===== src/logic/eeprom_pkg.sv =====
package eeprom_pkg;
   // System clock
   localparam int CLK_KHZ   = 100000;
   localparam int CLK_MHZ   = 100;
   // Bus rates; one bit is four quarter phases, rounded up so the rate never exceeds the figure
   localparam int STD_KBPS  = 100;
   localparam int FAST_KBPS = 384;
   localparam int QTR_STD   = (CLK_KHZ + 4 * STD_KBPS - 1) / (4 * STD_KBPS);
   localparam int QTR_FAST  = (CLK_KHZ + 4 * FAST_KBPS - 1) / (4 * FAST_KBPS);
   // Completion polling period
   localparam int POLL_US   = 100;
   localparam int POLL_CYC  = POLL_US * CLK_MHZ;
   // Memory geometry
   localparam int MEM_KBITS      = 256;
   localparam int BLK_SIZE       = 4;
   localparam int TWO_BYTE_KBITS = 32;
   localparam logic [7:0] SLAVE_ADR = 8'hA0;
   // Register byte offsets
   localparam logic [7:0] REG_CTRL   = 8'h00;
   localparam logic [7:0] REG_BLOCK  = 8'h04;
   localparam logic [7:0] REG_STATUS = 8'h08;
   localparam logic [7:0] REG_DATA   = 8'h10;
   // Field positions
   localparam int CTRL_GO_BIT   = 0;
   localparam int CTRL_READ_BIT = 1;
   localparam int CTRL_FAST_BIT = 2;
   localparam int STAT_BUSY_BIT = 8;
   // Reset value, unmapped read value and receive dummy byte
   localparam logic WAIT_RST  = 1'b1;
   localparam logic [31:0] UNMAPPED_VAL = 32'h0000_0000;
   localparam logic [7:0] RX_DUMMY = 8'hFF;

   typedef enum logic [2:0] {
      S_IDLE  = 3'h0,
      S_START = 3'h1,
      S_XFER  = 3'h2,
      S_STOP  = 3'h3,
      S_PWAIT = 3'h4
   } state_t;

   // Which byte is on the wire
   typedef enum logic [2:0] {
      B_SLA  = 3'h0,
      B_AHI  = 3'h1,
      B_ALO  = 3'h2,
      B_RSLA = 3'h3,
      B_RDAT = 3'h4,
      B_WDAT = 3'h5,
      B_POLL = 3'h6
   } step_t;

   typedef enum logic [2:0] {
      ST_CLEAR                  = 3'h0,
      ST_BUSY                   = 3'h1,
      ST_PARA_ERR               = 3'h2,
      ST_NACK_ERR               = 3'h3,
      ST_WRITING_AFTER_TRANSMIT = 3'h4,
      ST_TX_DONE                = 3'h5,
      ST_RX_DONE                = 3'h6
   } status_t;
endpackage : eeprom_pkg

===== src/logic/buf_if.sv =====
`timescale 1ns/100ps
// Port between the sequencer and its block buffer
interface buf_if #(
   parameter int AW = 2,
   parameter int DW = 8
);
   logic          we;
   logic [AW-1:0] waddr;
   logic [DW-1:0] wdata;
   logic [AW-1:0] raddr;
   logic [DW-1:0] rdata;
   modport ctrl  (output we, output waddr, output wdata, output raddr, input rdata);
   modport store (input we, input waddr, input wdata, input raddr, output rdata);
endinterface : buf_if


===== src/logic/block_buf.sv =====
`timescale 1ns/100ps
module block_buf #(
   parameter int DEPTH = 4,
   parameter int AW    = 2,
   parameter int DW    = 8
) (
   // Clock
   input wire logic clk_sys_i,
   input wire logic ce_i,
   // Access port
   buf_if.store     bp
);
   typedef struct packed {
      logic [DEPTH-1:0][DW-1:0] mem;
      logic [DW-1:0]            rd;
   } buf_t;
   buf_t q;
   buf_t d;

   // Read data always comes from a register, one cycle after the address
   always_comb begin
      d = q;
      d.rd = q.mem[bp.raddr];
      if (bp.we) begin
         d.mem[bp.waddr] = bp.wdata;
      end
   end

   // Contents carry no reset; software fills the buffer before a write
   always_ff @(posedge clk_sys_i) begin
      if (ce_i) begin
         q <= d;
      end
   end

   assign bp.rdata = q.rd;
endmodule : block_buf


===== src/logic/eeprom_blk_seq.sv =====
`timescale 1ns/100ps
// Functional notes
// Idle request checks block number; out of range ends with parameter error, no bus.
// Valid request sends start then slave address with write direction.
// Not-acknowledged slave or cell address byte gives stop and ends access.
// Cell address is two bytes from 32K bits up, one byte up to 16K.
// Read: after cell address ack, repeated start and slave address with read direction.
// Read address acked: channel switches to receive and a dummy byte starts reception.
// Each received byte is stored; with two or more left, next byte is acknowledged.
// With one byte left, acknowledge output is disabled so the last byte gets nack.
// After last byte is stored, channel stops, stop condition ends the read.
// Write: after cell address ack, first data byte is loaded and sent.
// Acked data byte sends the next; nacked data byte gives stop and ends.
// No data left: stop condition lets the memory start programming.
// After that stop a periodic 100 us timer paces completion polling.
// Status becomes writing after transmit, where a nack is no error.
// Each timer event then sends start and slave address with write direction. Code skips events that land while a poll is on the wire.
// Nacked polling address: nothing else happens, wait for the next event.
// Acked polling address: stop condition, channel and timer halted.
// Acked polling sets status to transmission complete.
// Bus rate about 384 kbps with fast option, else about 100 kbps.
// Reset returns to idle, channel and timer stopped, bus released, status clear.
module eeprom_blk_seq
   import eeprom_pkg::*;
#(
   parameter int MEM_KBITS_P = eeprom_pkg::MEM_KBITS,
   parameter int POLL_CYCLES = eeprom_pkg::POLL_CYC
) (
   // Clock and reset
   input  wire logic        clk_sys_i,
   input  wire logic        reset_i,
   input  wire logic        ce_i,
   // Avalon-MM slave
   input  wire logic [7:0]  avs_address_i,
   input  wire logic        avs_read_i,
   input  wire logic        avs_write_i,
   input  wire logic [31:0] avs_writedata_i,
   input  wire logic [3:0]  avs_byteenable_i,
   output logic      [31:0] avs_readdata_o,
   output logic             avs_waitrequest_o,
   // I2C pins, open drain
   input  wire logic        scl_i,
   output logic             scl_o,
   output logic             scl_oe_o,
   input  wire logic        sda_i,
   output logic             sda_o,
   output logic             sda_oe_o
);
   import eeprom_pkg::*;

   localparam int  AW      = $clog2(BLK_SIZE);
   localparam int  IW      = $clog2(BLK_SIZE + 1);
   localparam int  TW      = 20;
   localparam int  BLOCKS  = MEM_KBITS_P * 128 / BLK_SIZE;
   localparam bit  TWO_ADR = (MEM_KBITS_P >= TWO_BYTE_KBITS);
   localparam logic [IW-1:0] IDX_END  = IW'(BLK_SIZE);
   localparam logic [IW-1:0] IDX_LAST = IW'(BLK_SIZE - 1);

   typedef struct packed {
      state_t        state;
      step_t         step;
      status_t       status;
      logic [7:0]    div;
      logic [1:0]    qph;
      logic [3:0]    bitn;
      logic [8:0]    sh;       // shift_data_register plus acknowledge bit
      logic          ack_oe;   // ack_output_enable
      logic [IW-1:0] idx;
      logic [15:0]   addr;
      logic          rd;
      logic          fast;
      logic [15:0]   block;
      logic          go;
      logic          poll_run; // poll_interval_timer running
      logic [TW-1:0] tmr;
      logic          scl_oe;
      logic          sda_oe;
      logic          scl_lvl;
      logic          sda_lvl;
      logic          scl_m;
      logic          scl_s;
      logic          sda_m;
      logic          sda_s;
      logic          waitreq;
      logic          ph;
      logic [31:0]   rdata;
      logic          mem_we;
      logic [AW-1:0] mem_waddr;
      logic [7:0]    mem_wdata;
   } st_t;

   st_t q;
   st_t d;

   buf_if #(.AW(AW), .DW(8)) bus_buf ();

   block_buf #(.DEPTH(BLK_SIZE), .AW(AW), .DW(8)) u_buf (
      .clk_sys_i (clk_sys_i),
      .ce_i      (ce_i),
      .bp        (bus_buf.store)
   );

   // Data window hit and slot, decoded for reads and writes alike
   function automatic logic data_hit(input logic [7:0] a);
      data_hit = (a >= REG_DATA) && (a < 8'(REG_DATA + 4 * BLK_SIZE));
   endfunction : data_hit

   function automatic logic [AW-1:0] data_slot(input logic [7:0] a);
      logic [7:0] off;
      off = a - REG_DATA;
      data_slot = off[AW+1:2];
   endfunction : data_slot

   // Small parts put the upper cell address bits into the slave address
   function automatic logic [7:0] sla_byte(input logic [15:0] a, input logic rd);
      sla_byte = TWO_ADR ? {SLAVE_ADR[7:1], rd} : {SLAVE_ADR[7:4], a[10:8], rd};
   endfunction : sla_byte

   logic       bus_req;
   logic       dat_ok;
   logic       tick;
   logic       done;
   logic       nack;
   logic [7:0] qtr;

   assign bus_req = avs_read_i | avs_write_i;
   // The buffer is shared, so the data window stalls while a transfer runs
   assign dat_ok  = !data_hit(avs_address_i) || (q.state == S_IDLE);
   // Quarter length follows the rate latched at start
   assign qtr     = q.fast ? 8'(QTR_FAST - 1) : 8'(QTR_STD - 1);
   // Phase 2 waits for SCL to read high, so a stretching slave is honoured
   assign tick    = (q.state inside {S_START, S_XFER, S_STOP}) && (q.div == 8'h00)
                    && !(q.qph == 2'h2 && !q.scl_s);
   assign done    = tick && (q.state == S_XFER) && (q.qph == 2'h3) && (q.bitn == 4'h8);
   assign nack    = q.sh[0];

   // Buffer port: bus owns the read address while idle
   assign bus_buf.raddr = (q.state == S_IDLE) ? data_slot(avs_address_i) : q.idx[AW-1:0];
   assign bus_buf.we    = q.mem_we;
   assign bus_buf.waddr = q.mem_waddr;
   assign bus_buf.wdata = q.mem_wdata;

   always_comb begin
      d = q;
      d.mem_we = 1'b0;
      d.go = 1'b0;
      d.scl_m = scl_i;
      d.scl_s = q.scl_m;
      d.sda_m = sda_i;
      d.sda_s = q.sda_m;

      // Bus slave: two-cycle answer, write takes effect as waitrequest is seen low
      if (!q.waitreq) begin
         d.waitreq = 1'b1;
         d.ph = 1'b0;
         if (avs_write_i && avs_byteenable_i[0]) begin
            if (avs_address_i == REG_CTRL && q.state == S_IDLE) begin
               d.go = avs_writedata_i[CTRL_GO_BIT];
               d.rd = avs_writedata_i[CTRL_READ_BIT];
               d.fast = avs_writedata_i[CTRL_FAST_BIT];
            end
            if (avs_address_i == REG_BLOCK && q.state == S_IDLE) begin
               d.block[7:0] = avs_writedata_i[7:0];
            end
            if (data_hit(avs_address_i)) begin
               d.mem_we = 1'b1;
               d.mem_waddr = data_slot(avs_address_i);
               d.mem_wdata = avs_writedata_i[7:0];
            end
         end
         if (avs_write_i && avs_byteenable_i[1] && avs_address_i == REG_BLOCK
             && q.state == S_IDLE) begin
            d.block[15:8] = avs_writedata_i[15:8];
         end
      end else if (bus_req && dat_ok) begin
         d.ph = 1'b1;
         if (q.ph) begin
            d.waitreq = 1'b0;
            d.rdata = UNMAPPED_VAL;
            if (avs_address_i == REG_CTRL) begin
               d.rdata = {29'h0, q.fast, q.rd, 1'b0};
            end else if (avs_address_i == REG_BLOCK) begin
               d.rdata = {16'h0, q.block};
            end else if (avs_address_i == REG_STATUS) begin
               d.rdata = {23'h0, q.state != S_IDLE, 5'h0, q.status};
            end else if (data_hit(avs_address_i)) begin
               d.rdata = {24'h0, bus_buf.rdata};
            end
         end
      end

      // Quarter-phase divider
      if (q.div != 8'h00) begin
         d.div = q.div - 8'h01;
      end else if (tick) begin
         d.div = qtr;
         d.qph = q.qph + 2'h1;
      end

      // Interval timer runs freely until halted
      if (q.poll_run) begin
         d.tmr = (q.tmr == '0) ? TW'(POLL_CYCLES - 1) : q.tmr - TW'(1);
      end

      case (q.state)
         S_IDLE: begin
            if (q.go) begin
               if ({1'b0, q.block} >= 17'(BLOCKS)) begin
                  d.status = ST_PARA_ERR;
               end else begin
                  d.state = S_START;
                  d.step = B_SLA;
                  d.status = ST_BUSY;
                  d.addr = q.block * 16'(BLK_SIZE);
                  d.idx = '0;
                  d.qph = 2'h0;
                  d.div = qtr;
               end
            end
         end
         // Start works from an idle bus and as a repeated start alike
         S_START: begin
            if (tick) begin
               case (q.qph)
                  2'h0: d.sda_oe = 1'b0;
                  2'h1: d.scl_oe = 1'b0;
                  2'h2: d.sda_oe = 1'b1;
                  default: begin
                     d.scl_oe = 1'b1;
                     d.state = S_XFER;
                     d.bitn = 4'h0;
                     d.sh = {sla_byte(q.addr, q.step == B_RSLA), 1'b1};
                  end
               endcase
            end
         end
         // Eight data bits then the acknowledge bit, MSB first
         S_XFER: begin
            if (tick) begin
               case (q.qph)
                  2'h0: d.sda_oe = ~q.sh[8];
                  2'h1: d.scl_oe = 1'b0;
                  2'h2: d.sh = {q.sh[7:0], q.sda_s};
                  default: begin
                     d.scl_oe = 1'b1;
                     d.bitn = (q.bitn == 4'h8) ? 4'h0 : q.bitn + 4'h1;
                  end
               endcase
            end
            if (done) begin
               case (q.step)
                  B_SLA, B_AHI, B_ALO, B_RSLA, B_WDAT: begin
                     if (nack) begin
                        d.state = S_STOP;
                        d.status = ST_NACK_ERR;
                     end else if (q.step == B_SLA) begin
                        d.step = TWO_ADR ? B_AHI : B_ALO;
                        d.sh = {TWO_ADR ? q.addr[15:8] : q.addr[7:0], 1'b1};
                     end else if (q.step == B_AHI) begin
                        d.step = B_ALO;
                        d.sh = {q.addr[7:0], 1'b1};
                     end else if (q.step == B_ALO && q.rd) begin
                        d.state = S_START;
                        d.step = B_RSLA;
                     end else if (q.step == B_RSLA) begin
                        d.step = B_RDAT;
                        d.ack_oe = (BLK_SIZE >= 2);
                        d.sh = {RX_DUMMY, ~d.ack_oe};
                     end else if (q.idx == IDX_END) begin
                        d.state = S_STOP;
                        d.status = ST_WRITING_AFTER_TRANSMIT;
                     end else begin
                        d.step = B_WDAT;
                        d.sh = {bus_buf.rdata, 1'b1};
                        d.idx = q.idx + IW'(1);
                     end
                  end
                  B_RDAT: begin
                     d.mem_we = 1'b1;
                     d.mem_waddr = q.idx[AW-1:0];
                     d.mem_wdata = q.sh[8:1];
                     d.idx = q.idx + IW'(1);
                     if (q.idx == IDX_LAST) begin
                        d.state = S_STOP;
                        d.status = ST_RX_DONE;
                     end else begin
                        d.ack_oe = (d.idx != IDX_LAST);
                        d.sh = {RX_DUMMY, ~d.ack_oe};
                     end
                  end
                  default: begin
                     if (nack) begin
                        d.state = S_PWAIT;
                     end else begin
                        d.state = S_STOP;
                        d.status = ST_TX_DONE;
                        d.poll_run = 1'b0;
                     end
                  end
               endcase
            end
         end
         S_STOP: begin
            if (tick) begin
               case (q.qph)
                  2'h0: d.sda_oe = 1'b1;
                  2'h1: d.scl_oe = 1'b0;
                  2'h2: d.sda_oe = 1'b0;
                  default: begin
                     if (q.status == ST_WRITING_AFTER_TRANSMIT) begin
                        d.state = S_PWAIT;
                        d.poll_run = 1'b1;
                        d.tmr = TW'(POLL_CYCLES - 1);
                     end else begin
                        d.state = S_IDLE;
                     end
                  end
               endcase
            end
         end
         // Events landing while a poll is on the wire are skipped
         S_PWAIT: begin
            if (q.tmr == '0) begin
               d.state = S_START;
               d.step = B_POLL;
               d.qph = 2'h0;
               d.div = qtr;
            end
         end
         default: d.state = S_IDLE;
      endcase
   end

   always_ff @(posedge clk_sys_i) begin
      if (reset_i) begin
         q <= '0;
         q.waitreq <= WAIT_RST;
      end else if (ce_i) begin
         q <= d;
      end
   end

   assign avs_readdata_o    = q.rdata;
   assign avs_waitrequest_o = q.waitreq;
   assign scl_o             = q.scl_lvl;
   assign scl_oe_o          = q.scl_oe;
   assign sda_o             = q.sda_lvl;
   assign sda_oe_o          = q.sda_oe;
endmodule : eeprom_blk_seq


===== config.mk =====
export PLATFORM = sky130hd
export DESIGN_NAME = eeprom_blk_seq
export DESIGN_NICKNAME = d
export VERILOG_FILES = /design/src/logic/eeprom_pkg.sv /design/src/logic/buf_if.sv /design/src/logic/block_buf.sv /design/src/logic/eeprom_blk_seq.sv
export SDC_FILE = /design/constraint.sdc
export NUM_CORES = 1
export LEC_CHECK = 0
export BUFFER_PORTS_ARGS = -buffer_cell sky130_fd_sc_hd__buf_2
export CAP_MARGIN = 20
export CELL_PAD_IN_SITES_DETAIL_PLACEMENT = 0
export CELL_PAD_IN_SITES_GLOBAL_PLACEMENT = 1
export CORE_MARGIN = 1.5
export CORE_UTILIZATION = 35
export DETAILED_ROUTE_END_ITERATION = 10
export GPL_ROUTABILITY_DRIVEN = 0
export HOLD_SLACK_MARGIN = 0.12
export PLACE_DENSITY_LB_ADDON = 0.1
export SLEW_MARGIN = 20
export SYNTH_ARGS = -nofsm -noshare
export SYNTH_HDL_FRONTEND = slang
export SYNTH_SLANG_ARGS = --single-unit

===== constraint.sdc =====
create_clock -name clk_sys_i -period 6.4 [get_ports clk_sys_i]
set_input_delay 1.92 -clock clk_sys_i [delete_from_list [all_inputs] [get_ports clk_sys_i]]
set_output_delay 1.92 -clock clk_sys_i [all_outputs]
set_load 0.05 [all_outputs]

==> impl_metrics.ini <==
[status]
result_of_the_run = complete, no violations

[clocking]
clk_sinks = 164
cts-resized-gates = 0
cts_root_buf = clkbuf_16
numCtsBuffers = 17
cts_tree = built
clock_latency_ns = 0.43
clockBufferDepth = 2
cts_hold_buffers = 0
path_clk_slew_ns = 0.08
postCtsSetupBuffers = 0
cts.htree.levels = 4

[yosys]
ys_ff_latch = 164
dominantRegCellSynth = dfxtp_1
post_synth.cell_area_avg_um2 = 8.91
synth-seq-area-share = 0.429
post_synth_num_cell_types = 78
netlist_instances = 963
ys_async_sr_fraction = 0
mappedNetlistArea_um2 = 8580
synth-edff-count = 40
yosys_warnings = 0

[sta]
finalCriticalPeriod_ns = 3.60
finalSetupTns_ns = 0
worst-slew-pin-transition_ns = 0.983
rsz0062_at_grt = false
layout_worst_path_cycle_share = 0.563
max_clock_freq_mhz = 278
hold_viol_final = 0
finalClockSkew_ns = 0.0182
timing.max_slew.rel_slack = 0.326
worst_slack_ns = 2.80
total_of_endpoints_with_negative_setup_slack_in_the_final_report = 0
final_max_slew_viol_count = 0

[worst_setup_path]
crit_path_dat_ns = 3.97
crit-reg2reg-capture = q[144]$_SDFFE_PP0P_
r2r_setup_slack_ns = 2.92
endpoint_kind = register
critPathKind = in -> reg
crit-reg2reg-launch = q[128]$_SDFFE_PP0P_
reg2reg_depth = 8
critical_path.startpoint_type = input pin
path_max_fanout = 22
worstPathRequired_ns = 6.77

[routing]
drt_wl_total_um = 24300
wl_met2_um = 11100
post-route-drc-count = 0
drtIter0Drc = 553
first_pass_iteration_count_of_the_detailed_router = 5
route.antenna.remaining_nets = 0
avgViaCountPerCell = 5.27
routed-wl-met3_um = 711
via_count = 6915
drt-wirelength-per-cell_um = 18.5
wl_met1_um = 12300
top_routing_layer_in_use = met4

[cells_and_area]
final_layout_size_suffix_gt1_frac = 0.129
postLayoutCoreUtil = 0.395
mostFrequentLayoutCells = dfxtp_1, nand2_1, nor2_1
area_growth_syn_to_layout_pct = 11.2
num_antenna_cells = 0
final_nets = 1040
mostFrequentLayoutCell = dfxtp_1
nFillCells = 2465

[power_and_ir_drop]
static_leakage_power_uw = 0.00355
share_clk_of_total_power = 0.443
power.share.sequential = 0.468
comb_power_share = 0.089
worst_ir_drop_vdd_mv = 0.165
power_switching_uw = 668
switching_power_share_of_the_total = 0.286
p_int_uw = 1670
power_density_nw_per_um2 = 245

[floorplanning]
die_h_um = 160
dieWidth_um = 160
design.die.area_um2 = 25500
std_cell_rows = 57
pin_count = 88
fp.coreArea_um2 = 24200
initial_core_util = 0.355

[hold_path]
worst_hold_depth = 2
worstHoldEndpoint = avs_readdata_o[10]$_SDFFE_PP0P_
worst_hold_startpoint = avs_readdata_o[10]$_SDFFE_PP0P_
holdCritPathClass = reg -> reg

[placed_design]
io_buffers = 51
detailedPlacementHpwl_um = 17200
dp_slack_ns = 2.36

[global_routing]
number_of_global_route_vias_before_repair = 6524
globalRouteTotalUtil = 0.194
grt-ovfl-total = 0
grt_pass1_wl_um = 38500
antenna_found_initial = 0
grt_max_degree = 66

[flow_run]
max-cap-violations = 0
-- cells by family (layout without fill, tap and decap cells) --
logic type | count (synthesis) | count (layout) | synth area share
flip-flops | 164 | 164 | 0.429
other | 1 | 18 | 0.000437
XOR/XNOR | 20 | 20 | 0.0204
multiplexers | 58 | 58 | 0.0798
AND/OR/NAND/NOR | 369 | 369 | 0.212
AO/OA/AOI/OAI | 224 | 224 | 0.171
buffers and inverters | 113 | 121 | 0.0672
adder cells (fa/ha/maj) | 14 | 14 | 0.0204
-- power by group through the flow --
stage | clock [µW] | combinational, µW | sequential, µW
floorplan | 0 | 172 | 1110
global placement | 0 | 207 | 1120
detailed placement | 0 | 207 | 1120
CTS | 1060 | 208 | 1090
global route | 1100 | 229 | 1090
finish | 1030 | 207 | 1090
-- synth_stat cells (all sizes together) (6+ instances only) --
master	count	area [µm²]
nor4	7	58.8
nor3b	7	52.6
edfxtp	40	1200
inv	23	86.3
a211o	6	52.6
o211ai	16	120
dfxtp	124	2480
or2	10	62.6
a21oi	87	435
a311oi	6	52.6
a221oi	10	87.6
a211oi	7	52.6
xnor2	13	114
o21ai	34	170
mux4	8	180
nor2b	19	119
nand3	26	130
o21bai	6	45.0
mux2i	47	470
nand4	9	56.3
nor3	37	190
and3	8	50.1
nand2b	7	43.8
a21o	8	60.1
buf	41	307
xor2	7	61.3
clkbuf	49	184
or4	6	48.8
nor2	101	379
nand2	103	387
ha	14	175
-- critical path, cell delays in order --
cell and delay [ns]:
buf_2 0.27, inv_1 0.12, buf_4 0.26, nor3_1 0.63, nand2_1 0.35, a211oi_1 0.27, a211o_1 0.13
-- final cells by class --
class | count | area (µm²) | area share
multi-input cells | 703 | 4400 | 0.461
flip-flops and latches | 164 | 3680 | 0.386
clock buffers | 17 | 425 | 0.0446
well taps | 324 | 405 | 0.0425
repair buffers | 66 | 370 | 0.0388
clock inverters | 15 | 169 | 0.0177
inverters | 23 | 86.3 | 0.00905
-- worst max path at each step --
stage | startpoint | endpoint | slack [ns]
floorplan | avs_address_i[5] | bus_buf.wdata[1]$_SDFFE_PP0P_ | 2.35
CTS | ce_i | q[118]$_SDFFE_PP0P_ | 2.81
finish | ce_i | q[118]$_SDFFE_PP0P_ | 2.80
global route | q[128]$_SDFFE_PP0P_ | q[144]$_SDFFE_PP0P_ | 2.54
global placement | ce_i | q[117]$_SDFFE_PP0P_ | 2.33
detailed placement | ce_i | q[116]$_SDFFE_PP0P_ | 2.36
-- sequential cells by signal, summed over array words and instances (netlist names) --
name / flops
q: 91
u_buf.q: 32
avs_readdata_o: 16
bus_buf.wdata: 8
u_buf.bp.rdata: 8
bus_buf.waddr: 2
d: 2
avs_waitrequest_o: 1
bus_buf.we: 1
nack: 1
scl_oe_o: 1
sda_oe_o: 1
-- metrics by stage --
step                      hold WS [ns]  instance area [µm²]  power, µW  cells
after global placement           0.439                 8940       1320   1280
after floorplan                  0.432                 8640       1280    980
after CTS                        0.452                 9540       2360   1312
after global routing             0.466                 9540       2430   1312
final                            0.449                 9540       2330   1312
after detailed placement         0.441                 8940       1320   1280
-- metal layers --
metal,vias to the layer above,track usage
li1,3466,-
met1,3337,0.283
met4,0,0.0377
met3,13,0.0310
met2,99,0.303
met5,-,0
(Power assumes the default switching activity.)
